--- src/pkg/csf_consts.vh ---
`ifndef CSF_CONSTS_VH
`define CSF_CONSTS_VH
// Register indices, byte address is four times the index
`define CSF_IDX_WINDOW 8'h00
`define CSF_IDX_TIMER 8'h01
`define CSF_IDX_PCL 8'h02
`define CSF_IDX_STATUS 8'h03
`define CSF_IDX_POINTER 8'h04
`define CSF_IDX_PORT_A_PINS 8'h05
`define CSF_IDX_PORT_B_PINS 8'h06
`define CSF_IDX_HOLE 8'h07
`define CSF_IDX_NVDATA 8'h08
`define CSF_IDX_NVADDR 8'h09
`define CSF_IDX_PCLATCH 8'h0A
`define CSF_IDX_INTCTL 8'h0B
`define CSF_IDX_OPTIONS 8'h81
`define CSF_IDX_DIRA 8'h85
`define CSF_IDX_DIRB 8'h86
`define CSF_IDX_HOLE1 8'h87
`define CSF_IDX_NVCTL 8'h88
`define CSF_IDX_NVUNLOCK 8'h89
// Status field positions
`define CSF_ST_BANK 5
`define CSF_ST_WDT 4
`define CSF_ST_SLEEP 3
`define CSF_ST_ZERO 2
`define CSF_ST_DC 1
`define CSF_ST_C 0
// Reset values
`define CSF_RST_STATUS 8'h18
`define CSF_RST_PCL 8'h00
`define CSF_RST_PCLATCH 8'h00
`define CSF_RST_OPTIONS 8'hFF
`define CSF_RST_DIRA 8'h1F
`define CSF_RST_DIRB 8'hFF
`define CSF_RST_INTCTL 8'h00
`define CSF_RST_NVCTL 8'h00
// Core write kinds
`define CSF_OP_PLAIN 3'h0
`define CSF_OP_CLEAR 3'h1
`define CSF_OP_ARITH 3'h2
`define CSF_OP_SUB 3'h3
`define CSF_OP_LOGIC 3'h4
`endif

--- src/csf_core_sfr_file.v ---
// Chosen here: the Wishbone slave port.
`timescale 1ns/10ps
`default_nettype none
`include "csf_consts.vh"
module csf_core_sfr_file #(
   parameter ADDR_W = 10
) (
   input wire clk_sys,
   input wire resetn,
   input wire [ADDR_W-1:0] wb_adr_i,
   input wire [31:0] wb_dat_i,
   input wire wb_we_i,
   input wire [3:0] wb_sel_i,
   input wire wb_cyc_i,
   input wire wb_stb_i,
   output reg [31:0] wb_dat_o,
   output reg wb_ack_o,
   input wire master_reset_pin_n,
   input wire wdt_reset,
   input wire core_wr,
   input wire [6:0] core_addr,
   input wire [7:0] core_wdata,
   input wire [2:0] core_op,
   input wire [7:0] core_opa,
   input wire [7:0] core_opb,
   input wire core_cin,
   input wire core_rd,
   input wire [6:0] core_rd_addr,
   output reg [7:0] core_rdata,
   input wire wdt_expired_evt,
   input wire sleep_evt,
   input wire wdt_clear_evt,
   input wire pc_load,
   input wire [12:0] pc_next,
   output reg [12:0] pc,
   output reg [7:0] option_bits,
   output reg [4:0] port_a_dir,
   output reg [7:0] port_b_dir,
   output reg [7:0] port_a_latch,
   output reg [7:0] port_b_latch,
   output reg bank_sel
);
   reg [7:0] timer_count;
   reg [7:0] status;
   reg [7:0] indirect_pointer;
   reg [7:0] nv_data_buffer;
   reg [7:0] nv_address;
   reg [4:0] pc_high_latch;
   reg [7:0] interrupt_control;
   reg [4:0] nv_control;
   reg [2:0] mr_sync;
   reg mr_state;
   reg warm_rst;
   reg warm_wdt;
   reg [7:0] next_status;
   wire bus_req;
   wire [7:0] bus_idx;
   wire bus_wr;
   wire wr_any;
   wire [7:0] wr_idx;
   wire [7:0] wr_val;
   wire [2:0] wr_op;
   wire [7:0] alu_res;
   wire alu_z;
   wire alu_dc;
   wire alu_c;
   wire [4:0] low_sum;
   wire [8:0] full_sum;
   wire [7:0] opb_eff;
   wire [7:0] core_rd_idx;
   wire we_timer;
   wire we_pcl;
   wire we_status;
   wire we_pointer;
   wire we_port_a_pins;
   wire we_port_b_pins;
   wire we_nvdata;
   wire we_nvaddr;
   wire we_pclatch;
   wire we_intctl;
   wire we_options;
   wire we_dira;
   wire we_dirb;
   wire we_nvctl;

   // Bank and window resolution to a physical index
   function [7:0] csf_resolve;
      input [6:0] addr;
      input bank;
      input [7:0] ptr;
      begin
         if (addr == 7'h00)
            csf_resolve = ptr;
         else
            csf_resolve = {bank, addr};
      end
   endfunction

   // Read decode shared by the bus and the core port
   function [7:0] csf_read;
      input [7:0] idx;
      begin
         csf_read = 8'h00;
         case (idx[6:0])
            7'h02: csf_read = pc[7:0];
            7'h03: csf_read = status;
            7'h04: csf_read = indirect_pointer;
            7'h0A: csf_read = {3'h0, pc_high_latch};
            7'h0B: csf_read = interrupt_control;
            default: begin
               // Window, unlock port and holes have no storage
               case (idx)
                  `CSF_IDX_TIMER: csf_read = timer_count;
                  `CSF_IDX_PORT_A_PINS: csf_read = {3'h0, port_a_latch[4:0]};
                  `CSF_IDX_PORT_B_PINS: csf_read = port_b_latch;
                  `CSF_IDX_NVDATA: csf_read = nv_data_buffer;
                  `CSF_IDX_NVADDR: csf_read = nv_address;
                  `CSF_IDX_OPTIONS: csf_read = option_bits;
                  `CSF_IDX_DIRA: csf_read = {3'h0, port_a_dir};
                  `CSF_IDX_DIRB: csf_read = port_b_dir;
                  `CSF_IDX_NVCTL: csf_read = {3'h0, nv_control};
                  `CSF_IDX_HOLE: csf_read = 8'h00;
                  `CSF_IDX_HOLE1: csf_read = 8'h00;
                  default: csf_read = 8'h00;
               endcase
            end
         endcase
      end
   endfunction

   // Write hit; shared registers answer in both banks
   function csf_hit;
      input [7:0] idx;
      input [7:0] reg_idx;
      input shared;
      begin
         if (shared)
            csf_hit = (idx[6:0] == reg_idx[6:0]);
         else
            csf_hit = (idx == reg_idx);
      end
   endfunction

   // Bus index is the register index, byte address is index times four
   assign bus_req = wb_cyc_i & wb_stb_i & ~wb_ack_o;
   assign bus_idx = wb_adr_i[9:2];
   assign bus_wr = bus_req & wb_we_i & wb_sel_i[0];
   // Core writes win over the bus in the same cycle
   assign wr_any = core_wr | bus_wr;
   assign wr_idx = core_wr ? csf_resolve(core_addr, status[`CSF_ST_BANK], indirect_pointer) : bus_idx;
   assign wr_val = core_wr ? core_wdata : wb_dat_i[7:0];
   assign wr_op = core_wr ? core_op : `CSF_OP_PLAIN;
   assign core_rd_idx = csf_resolve(core_rd_addr, status[`CSF_ST_BANK], indirect_pointer);

   // Per-register write strobes; holes match none
   assign we_timer = wr_any & csf_hit(wr_idx, `CSF_IDX_TIMER, 1'b0);
   assign we_pcl = wr_any & csf_hit(wr_idx, `CSF_IDX_PCL, 1'b1);
   assign we_status = wr_any & csf_hit(wr_idx, `CSF_IDX_STATUS, 1'b1);
   assign we_pointer = wr_any & csf_hit(wr_idx, `CSF_IDX_POINTER, 1'b1);
   assign we_port_a_pins = wr_any & csf_hit(wr_idx, `CSF_IDX_PORT_A_PINS, 1'b0);
   assign we_port_b_pins = wr_any & csf_hit(wr_idx, `CSF_IDX_PORT_B_PINS, 1'b0);
   assign we_nvdata = wr_any & csf_hit(wr_idx, `CSF_IDX_NVDATA, 1'b0);
   assign we_nvaddr = wr_any & csf_hit(wr_idx, `CSF_IDX_NVADDR, 1'b0);
   assign we_pclatch = wr_any & csf_hit(wr_idx, `CSF_IDX_PCLATCH, 1'b1);
   assign we_intctl = wr_any & csf_hit(wr_idx, `CSF_IDX_INTCTL, 1'b1);
   assign we_options = wr_any & csf_hit(wr_idx, `CSF_IDX_OPTIONS, 1'b0);
   assign we_dira = wr_any & csf_hit(wr_idx, `CSF_IDX_DIRA, 1'b0);
   assign we_dirb = wr_any & csf_hit(wr_idx, `CSF_IDX_DIRB, 1'b0);
   assign we_nvctl = wr_any & csf_hit(wr_idx, `CSF_IDX_NVCTL, 1'b0);

   // Flag arithmetic; subtraction adds the complement so carries become inverted borrows
   assign opb_eff = (core_op == `CSF_OP_SUB) ? ~core_opb : core_opb;
   assign low_sum = {1'b0, core_opa[3:0]} + {1'b0, opb_eff[3:0]} + {4'h0, (core_op == `CSF_OP_SUB) | core_cin};
   assign full_sum = {1'b0, core_opa} + {1'b0, opb_eff} + {8'h00, (core_op == `CSF_OP_SUB) | core_cin};
   assign alu_res = full_sum[7:0];
   assign alu_z = (core_op == `CSF_OP_LOGIC) ? (core_wdata == 8'h00) : (alu_res == 8'h00);
   assign alu_dc = low_sum[4];
   assign alu_c = full_sum[8];

   // Status next value: device events, instruction flags, then the write
   always @* begin
      next_status = status;
      if (wdt_expired_evt)
         next_status[`CSF_ST_WDT] = 1'b0;
      if (sleep_evt) begin
         next_status[`CSF_ST_SLEEP] = 1'b0;
         next_status[`CSF_ST_WDT] = 1'b1;
      end
      if (wdt_clear_evt) begin
         next_status[`CSF_ST_SLEEP] = 1'b1;
         next_status[`CSF_ST_WDT] = 1'b1;
      end
      if (core_wr && (core_op == `CSF_OP_ARITH || core_op == `CSF_OP_SUB)) begin
         next_status[`CSF_ST_C] = alu_c;
         next_status[`CSF_ST_DC] = alu_dc;
         next_status[`CSF_ST_ZERO] = alu_z;
      end else if (core_wr && core_op == `CSF_OP_LOGIC)
         next_status[`CSF_ST_ZERO] = alu_z;
      else if (core_wr && core_op == `CSF_OP_CLEAR)
         next_status[`CSF_ST_ZERO] = 1'b1;
      // Watchdog and sleep flags not writable
      if (we_status) begin
         next_status[7:5] = wr_val[7:5];
         if (wr_op == `CSF_OP_CLEAR)
            next_status[7:5] = 3'h0;
         if (wr_op == `CSF_OP_PLAIN)
            next_status[2:0] = wr_val[2:0];
      end
   end

   // Pin reset input, three-stage sample
   always @(posedge clk_sys or negedge resetn) begin
      if (!resetn) begin
         mr_sync <= 3'h7;
         mr_state <= 1'b1;
         warm_rst <= 1'b0;
         warm_wdt <= 1'b0;
      end else begin
         mr_sync <= {mr_sync[1:0], master_reset_pin_n};
         if (mr_sync[1] == mr_sync[2])
            mr_state <= mr_sync[2];
         warm_rst <= (~mr_state) | wdt_reset;
         warm_wdt <= wdt_reset;
      end
   end

   // Status, bank output and program counter
   always @(posedge clk_sys or negedge resetn) begin
      if (!resetn) begin
         status <= `CSF_RST_STATUS;
         bank_sel <= 1'b0;
         pc <= 13'h0000;
         pc_high_latch <= 5'h00;
      end else if (warm_rst) begin
         // Watchdog and sleep flags kept on a pin reset, watchdog flag cleared by a watchdog reset
         status <= {3'h0, warm_wdt ? 1'b0 : status[`CSF_ST_WDT], status[3:0]};
         bank_sel <= 1'b0;
         pc <= 13'h0000;
         pc_high_latch <= 5'h00;
      end else begin
         status <= next_status;
         bank_sel <= next_status[`CSF_ST_BANK];
         if (we_pcl)
            pc <= {pc_high_latch, wr_val};
         else if (pc_load)
            pc <= pc_next;
         if (we_pclatch)
            pc_high_latch <= wr_val[4:0];
      end
   end

   // Port directions and options, all pins inputs after any reset
   always @(posedge clk_sys or negedge resetn) begin
      if (!resetn) begin
         option_bits <= `CSF_RST_OPTIONS;
         port_a_dir <= 5'h1F;
         port_b_dir <= `CSF_RST_DIRB;
      end else if (warm_rst) begin
         option_bits <= `CSF_RST_OPTIONS;
         port_a_dir <= 5'h1F;
         port_b_dir <= `CSF_RST_DIRB;
      end else begin
         if (we_options)
            option_bits <= wr_val;
         if (we_dira)
            port_a_dir <= wr_val[4:0];
         if (we_dirb)
            port_b_dir <= wr_val;
      end
   end

   // Interrupt and nonvolatile control, partly kept over a warm reset
   always @(posedge clk_sys or negedge resetn) begin
      if (!resetn) begin
         interrupt_control <= `CSF_RST_INTCTL;
         nv_control <= 5'h00;
      end else if (warm_rst) begin
         interrupt_control <= {7'h00, interrupt_control[0]};
         nv_control <= {nv_control[4], 4'h0};
      end else begin
         if (we_intctl)
            interrupt_control <= wr_val;
         if (we_nvctl)
            nv_control <= wr_val[4:0];
      end
   end

   // Data registers keep their contents over a warm reset
   always @(posedge clk_sys or negedge resetn) begin
      if (!resetn) begin
         timer_count <= 8'h00;
         indirect_pointer <= 8'h00;
         nv_data_buffer <= 8'h00;
         nv_address <= 8'h00;
         port_a_latch <= 8'h00;
         port_b_latch <= 8'h00;
      end else if (!warm_rst) begin
         if (we_timer)
            timer_count <= wr_val;
         if (we_pointer)
            indirect_pointer <= wr_val;
         if (we_nvdata)
            nv_data_buffer <= wr_val;
         if (we_nvaddr)
            nv_address <= wr_val;
         if (we_port_a_pins)
            port_a_latch <= {3'h0, wr_val[4:0]};
         if (we_port_b_pins)
            port_b_latch <= wr_val;
      end
   end

   // Bus answer and read data launched together at the taking edge
   always @(posedge clk_sys or negedge resetn) begin
      if (!resetn) begin
         wb_ack_o <= 1'b0;
         wb_dat_o <= 32'h00000000;
         core_rdata <= 8'h00;
      end else begin
         wb_ack_o <= bus_req;
         if (bus_req)
            wb_dat_o <= {24'h000000, csf_read(bus_idx)};
         if (core_rd)
            core_rdata <= csf_read(core_rd_idx);
      end
   end
endmodule // csf_core_sfr_file
`default_nettype wire

--- config.mk ---
export PLATFORM = sky130hd
export DESIGN_NAME = csf_core_sfr_file
export DESIGN_NICKNAME = d
export VERILOG_FILES = /design/src/csf_core_sfr_file.v
export VERILOG_INCLUDE_DIRS = /design/src /design/src/pkg
export SDC_FILE = /design/constraint.sdc
export NUM_CORES = 1
export LEC_CHECK = 0
export BUFFER_PORTS_ARGS = -buffer_cell sky130_fd_sc_hd__buf_2
export CORE_MARGIN = 10
export CORE_UTILIZATION = 58
export DETAILED_ROUTE_END_ITERATION = 10
export PLACE_DENSITY = 0.86
export SETUP_SLACK_MARGIN = 0.02
export SYNTH_ARGS = -nofsm -noshare
export SYNTH_HDL_FRONTEND = slang
export SYNTH_SLANG_ARGS = --single-unit
export TNS_END_PERCENT = 100
--- constraint.sdc ---
create_clock -name clk_sys -period 3.85 [get_ports clk_sys]
set_clock_uncertainty 0.2 [all_clocks]
set_input_delay 0.5775 -clock clk_sys [delete_from_list [all_inputs] [get_ports clk_sys]]
set_output_delay 0.5775 -clock clk_sys [all_outputs]
set_load 0.1 [all_outputs]
# Yosys cells after proc, flatten, opt, wreduce, memory -nomap -nowiden
# Index checks and enable logic that the tools add are counted.
[classes]
n_addsub = 4
multipliers = 0
div_mod_pow = 0
order_cmp = 0
n_eq_ne = 49
n_shift = 0
muxes = 40
bitwise = 25
reduce_logical = 29
[op_table]
columns = ["op", "n"]
rows = [
  ["8-bit case mux with 9 select lines", 2],
  ["8-bit == test (second input constant)", 12],
  ["8-bit 2-to-1 mux", 12],
  ["8-bit case mux with 5 select lines", 2],
  ["8-bit by 3-bit == test with 1-bit output (second input constant)", 6],
  ["8-bit by 4-bit == test with 1-bit output (second input constant)", 6],
  ["7-bit by 2-bit == test with 1-bit output (second input constant)", 6],
  ["7-bit by 4-bit == test with 1-bit output (second input constant)", 6],
  ["13-bit 2-to-1 mux", 3],
  ["8-bit by 1-bit == test with 1-bit output (second input constant)", 3],
  ["7-bit by 3-bit == test with 1-bit output (second input constant)", 3],
  ["5-bit 2-to-1 mux", 4],
  ["2-bit AND reduction", 10],
  ["1-bit bitwise AND", 18],
  ["8-bit zero test", 2],
  ["2-bit nonzero test", 8],
  ["3-bit 2-to-1 mux", 5],
  ["7-bit zero test", 2],
  ["8-bit by 8-bit adder with 9-bit output", 1],
  ["9-bit by 1-bit adder with 9-bit output", 1],
  ["4-bit 2-to-1 mux", 2],
  ["8-bit NOT", 1],
  ["1-bit 2-to-1 mux", 7],
  ["3-bit by 1-bit == test with 1-bit output (second input constant)", 2],
  ["14 further kinds", 23],
]
[word_totals]
regBits = 129
latchBits = 0
ramBits = 0
romBits = 0
input_bits = 114
out_inout_bits = 92
elab_cells = 175
memories = 0

# Longest topological paths before layout
[depth]
ltp_word = 11
ltp_mapped = 11
mapped_depth_nobuf = 11

# Worst setup path after synthesis
# OpenSTA, ideal clock, no wires.
[synth_path]
kind = "in2reg"
start = "in core_op[1]"
end = "reg status[2]"
setup_ns = 0.077
t_arrival_ns = 3.006
required_ns = 3.573
slack_ns = 0.566
stages = 11
path_buffers = 0
path_cell_list = "nor2b_1 > nand2_1 > xor2_1 > fa_1 > fa_1 > nor2b_1 > o21ai_0 > or3b_2 > a2111oi_0 > o2111ai_1 > a21oi_1"
[synth_via]
elab_chain_cells = 10
elab_cells_between_ends = 21
classes_between = "add/sub: 2; eq/ne: 4; mux: 8; bitwise: 1; reduce/logical: 6"
[synth_lines]
columns = ["item", "line", "rtl"]
rows = [
  ["from (decl)", "csf_core_sfr_file.v:23", "input wire [2:0] core_op,"],
  ["3-bit by 2-bit == test with 1-bit output (no line)", "-", ""],
  ["8-bit 2-to-1 mux", "csf_core_sfr_file.v:172", "assign opb_eff = (core_op == `CSF_OP_SUB) ? ~core_opb : core_opb;"],
  ["8-bit by 8-bit adder with 9-bit output", "csf_core_sfr_file.v:174", "assign full_sum = {1'b0, core_opa} + {1'b0, opb_eff} + {8'h00, (core_op == `CSF_OP_SUB) | core_cin};"],
  ["9-bit by 1-bit adder with 9-bit output", "csf_core_sfr_file.v:174", ""],
  ["8-bit zero test", "csf_core_sfr_file.v:176", "assign alu_z = (core_op == `CSF_OP_LOGIC) ? (core_wdata == 8'h00) : (alu_res == 8'h00);"],
  ["1-bit 2-to-1 mux", "csf_core_sfr_file.v:176", ""],
  ["1-bit 2-to-1 mux", "csf_core_sfr_file.v:197", "end else if (core_wr && core_op == `CSF_OP_LOGIC)"],
  ["1-bit 2-to-1 mux", "csf_core_sfr_file.v:193", "if (core_wr && (core_op == `CSF_OP_ARITH || core_op == `CSF_OP_SUB)) begin"],
  ["3-bit 2-to-1 mux", "csf_core_sfr_file.v:206", "if (wr_op == `CSF_OP_PLAIN)"],
  ["3-bit 2-to-1 mux (*)", "csf_core_sfr_file.v:202", "if (we_status) begin"],
  ["to (signal assigned)", "csf_core_sfr_file.v:230", "status <= `CSF_RST_STATUS;"],
  ["to (signal assigned)", "csf_core_sfr_file.v:236", "status <= {3'h0, warm_wdt ? 1'b0 : status[`CSF_ST_WDT], status[3:0]};"],
  ["to (signal assigned)", "csf_core_sfr_file.v:241", "status <= next_status;"],
  ["to (decl)", "csf_core_sfr_file.v:44", "reg [7:0] status;"],
]
# Mark *: on every way between the ends. The rest lies on a longest branch, timed or not.
# A chain may end at the register's enable or synchronous reset.

# Final worst setup path
# Ends and elaborated chain as after synthesis.

==> results.py <==
metrics = {
    "clocking": {
        "cts_tree": "done",
        "root_buffer": "clkbuf_16",
        "clock_sinks": 128,
        "cts_made_buffers": 17,
        "clkTransAtPathRegs_ns": 0.06,
        "h-tree-depth": 4,
        "clock_latency_ns": 0.43,
        "cts_max_path_buffers": 2,
    },
    "floorplan": {
        "die_w_um": 137,
        "die_area_um2": 18900,
        "fp.coreArea_um2": 13300,
        "start_util_pct": 59.9,
        "fp.dieH_um": 137,
        "pin_count": 206,
        "num_rows": 42,
    },
    "pwr": {
        "ir_drop_mv": 0.389,
        "p_seq_share_pct": 37.8,
        "p_clk_share_pct": 41.7,
        "combinationalPowerShare_pct": 20.6,
        "p_sw_share_pct": 35.5,
        "internal_power_w": 0.00252,
        "p_switching_w": 0.00138,
        "p_per_area_nw_per_um2": 410,
        "power_w": 0.00390,
        "p_leak_nw": 4.31,
    },
    "synth": {
        "synth_most_common_cell": "dfrtp_1",
        "synth_cells": 787,
        "syn-cell-area_um2": 7990,
        "ys_ff_latch": 128,
        "synthTopCellsByArea": "dfrtp_1 (32%), dfstp_2 (8.9%), mux2i_1 (8.6%)",
        "syn_area_per_cell_um2": 10.2,
        "synth_enable_flop_cells": 0,
        "synth_top_cell_area_share_pct": 31.6,
        "ys.warnings.count": 0,
        "synth.distinct_cells": 77,
        "synth_flop_cell": "dfrtp_1",
        "yosys-top-cells-count": "dfrtp_1 (101), nor2_1 (91), mux2i_1 (69), mux2_2 (61), buf_4 (28)",
        "synthArstFlopShare_pct": 100,
        "ys_seq_area_share_pct": 40.5,
        "yosysTopAreaCell": "dfrtp_1",
    },
    "routing": {
        "dr.pass1.iters": 7,
        "num_vias": 7664,
        "drt_wl_total_mm": 30.8,
        "viasPerCell": 6.76,
        "first_iter_violations": 1110,
        "routedWlPerCell_um": 27.2,
        "ant_nets": 0,
        "remaining_drc_errors": 0,
    },
    "grt": {
        "grt_overflow_total": 0,
        "grt_pass1_wl_mm": 46.4,
        "grt_max_degree": 65,
        "grt_pass1_vias": 7804,
        "antenna_found_initial": 0,
        "grt_usage_pct": 32.8,
    },
    "final_layout": {
        "nNetsFinal": 1067,
        "antenna_cells": 0,
        "drive_gt1_share_pct": 34.9,
        "syn_to_final_growth_pct": 19.2,
        "final_core_util_pct": 71.4,
        "stdcell_count": 1133,
    },
    "sta": {
        "slew_headroom_pct": 36.0,
        "drv_slew": 0,
        "fin_crit_ns": 3.31,
        "finalHoldViolCount": 0,
        "grt_setup_unrepaired": "no",
        "setup_tns_ns": 0,
        "tightest_slew_ns": 0.953,
        "fin_crit_sh_pct": 86.0,
        "fin_ws_ns": 0.539,
        "max_freq_mhz": 302,
        "setup_viol": 0,
    },
    "setup_path": {
        "timing.critical_path.required_ns": 4.00,
        "startpoint_type": "input port",
        "critical_path_class": "in -> reg",
        "rr_worst_depth": 8,
        "r2r-start": "wb_ack_o",
        "rr_endpoint": "status[7]",
        "crit_arrival_ns": 3.46,
        "endpoint_kind": "flip-flop",
        "r2r_slack_ns": 0.83,
        "crit_fanout": 5,
    },
    "placed_design": {
        "port_buffers": 149,
        "dp_slack_ns": 0.177,
        "place_congestion": 1.03,
        "post-place-cells": 1100,
        "dpl.hpwl_mm": 23.0,
    },
    "worst_hold_path": {
        "worstHoldStart": "master_reset_pin_n",
        "hold_end": "mr_sync[0]",
        "hold_class": "in -> reg",
        "hold_path_depth": 1,
    },
    "flow_run": {
        "drv_cap": 0,
    },
    "run_status": {
        "outcome": "complete, no violations",
    },
}
repair_timing:
item,CTS,global route
buffers inserted,0,0
endpoints found under the hold margin,20,0
resized for setup,0,0
hold buffers,1,0
metrics by stage:
step                cell area, µm²  hold slack, ns
floorplan                     8090          0.0819
global placement              8920           0.152
detailed placement            8920           0.152
CTS                           9530          0.0419
global route                  9530          0.0288
finish                        9530          0.0451
routing by layer:
metal	GRT usage, %	wire length (µm)	up-vias
li1	-	-	3261
met1	40.0	11300	3689
met2	51.6	14200	587
met3	10.1	3650	127
met4	16.0	1580	0
met5	0	0	-
power by group through the flow:
stage / logic (W) / registers, W / clock network (W)
after detailed placement: 0.000791 / 0.00149 / 0
after CTS: 0.000795 / 0.00147 / 0.00163
after floorplan: 0.000413 / 0.00166 / 0
after global placement: 0.000781 / 0.00149 / 0
final: 0.000804 / 0.00147 / 0.00163
after global routing: 0.000845 / 0.00148 / 0.00169
cell type report:
cell class              instances  area, µm²
flip-flops and latches        128       3240
multi-input cells             599       4400
well taps                     176        220
inverters                      16       60.1
repair buffers                182       1010
fillers                      1033       3820
clock inverters                15        168
clock buffers                  17        425
registers in the layout, summed over array words and instances, names as in the netlist, 8 cells and up:
signal / cells
nv_address: 8
port_b_dir: 8
interrupt_control: 8
wb_dat_o: 8
port_b_latch: 8
nv_data_buffer: 8
pc: 13
core_rdata: 8
timer_count: 8
status: 8
option_bits: 8
indirect_pointer: 8
worst max path at each step:
| stage | endpoint | startpoint | slack [ns] | cells past startpoint |
|---|---|---|---|---|
| floorplan | status[2] | core_op[1] | 0.57 | 11 |
| global placement | status[2] | core_op[1] | 0.39 | 12 |
| detailed placement | status[2] | core_op[1] | 0.18 | 12 |
| CTS | status[2] | core_op[1] | 0.62 | 12 |
| global route | status[2] | core_op[1] | 0.27 | 12 |
| finish | status[2] | core_op[1] | 0.54 | 12 |
layout by cell type, fill, tap and decap left out, types with 5 or more instances in the layout:
master / count
mux2i_1: 69
mux2_2: 61
a22o_1: 11
nand2b_1: 6
nor2_1: 91
and3_1: 7
xnor2_1: 11
nand4_1: 5
nor3_1: 25
buf_4: 32
o31ai_1: 5
a32oi_1: 6
dfrtp_1: 100
ha_1: 7
nand3b_1: 5
nand3_1: 8
clkbuf_16: 17
a221oi_1: 24
nor4b_1: 7
a31oi_1: 23
a22oi_1: 11
a21oi_1: 26
nand2_1: 25
buf_2: 148
nor4_2: 7
inv_6: 5
dfstp_2: 27
inv_1: 16
a211oi_1: 14
o21ai_0: 23
nor4_1: 7
conb_1: 27
a222oi_1: 6
worst max-delay path: stages:
cell and delay [ns]:
buf_2 0.12, nor2b_1 0.26, nand2_1 0.17, xor2_1 0.19, fa_1 0.26, fa_1 0.24
nor2b_1 0.08, o21ai_0 0.27, or3b_2 0.48, a2111oi_0 0.44, o2111ai_1 0.21, a21oi_1 0.18
kinds of logic after synthesis:
logic type | Yosys count | synth area share [%]
AO/OA/AOI/OAI | 186 | 17.1
XOR/XNOR | 13 | 1.43
adder cells (fa/ha/maj) | 10 | 1.72
buffers and inverters | 86 | 5.61
flip-flops | 128 | 40.5
multiplexers | 130 | 17.2
other | 1 | 0.0469
AND/OR/NAND/NOR | 233 | 16.3
Power figures use the tool's default switching activity.
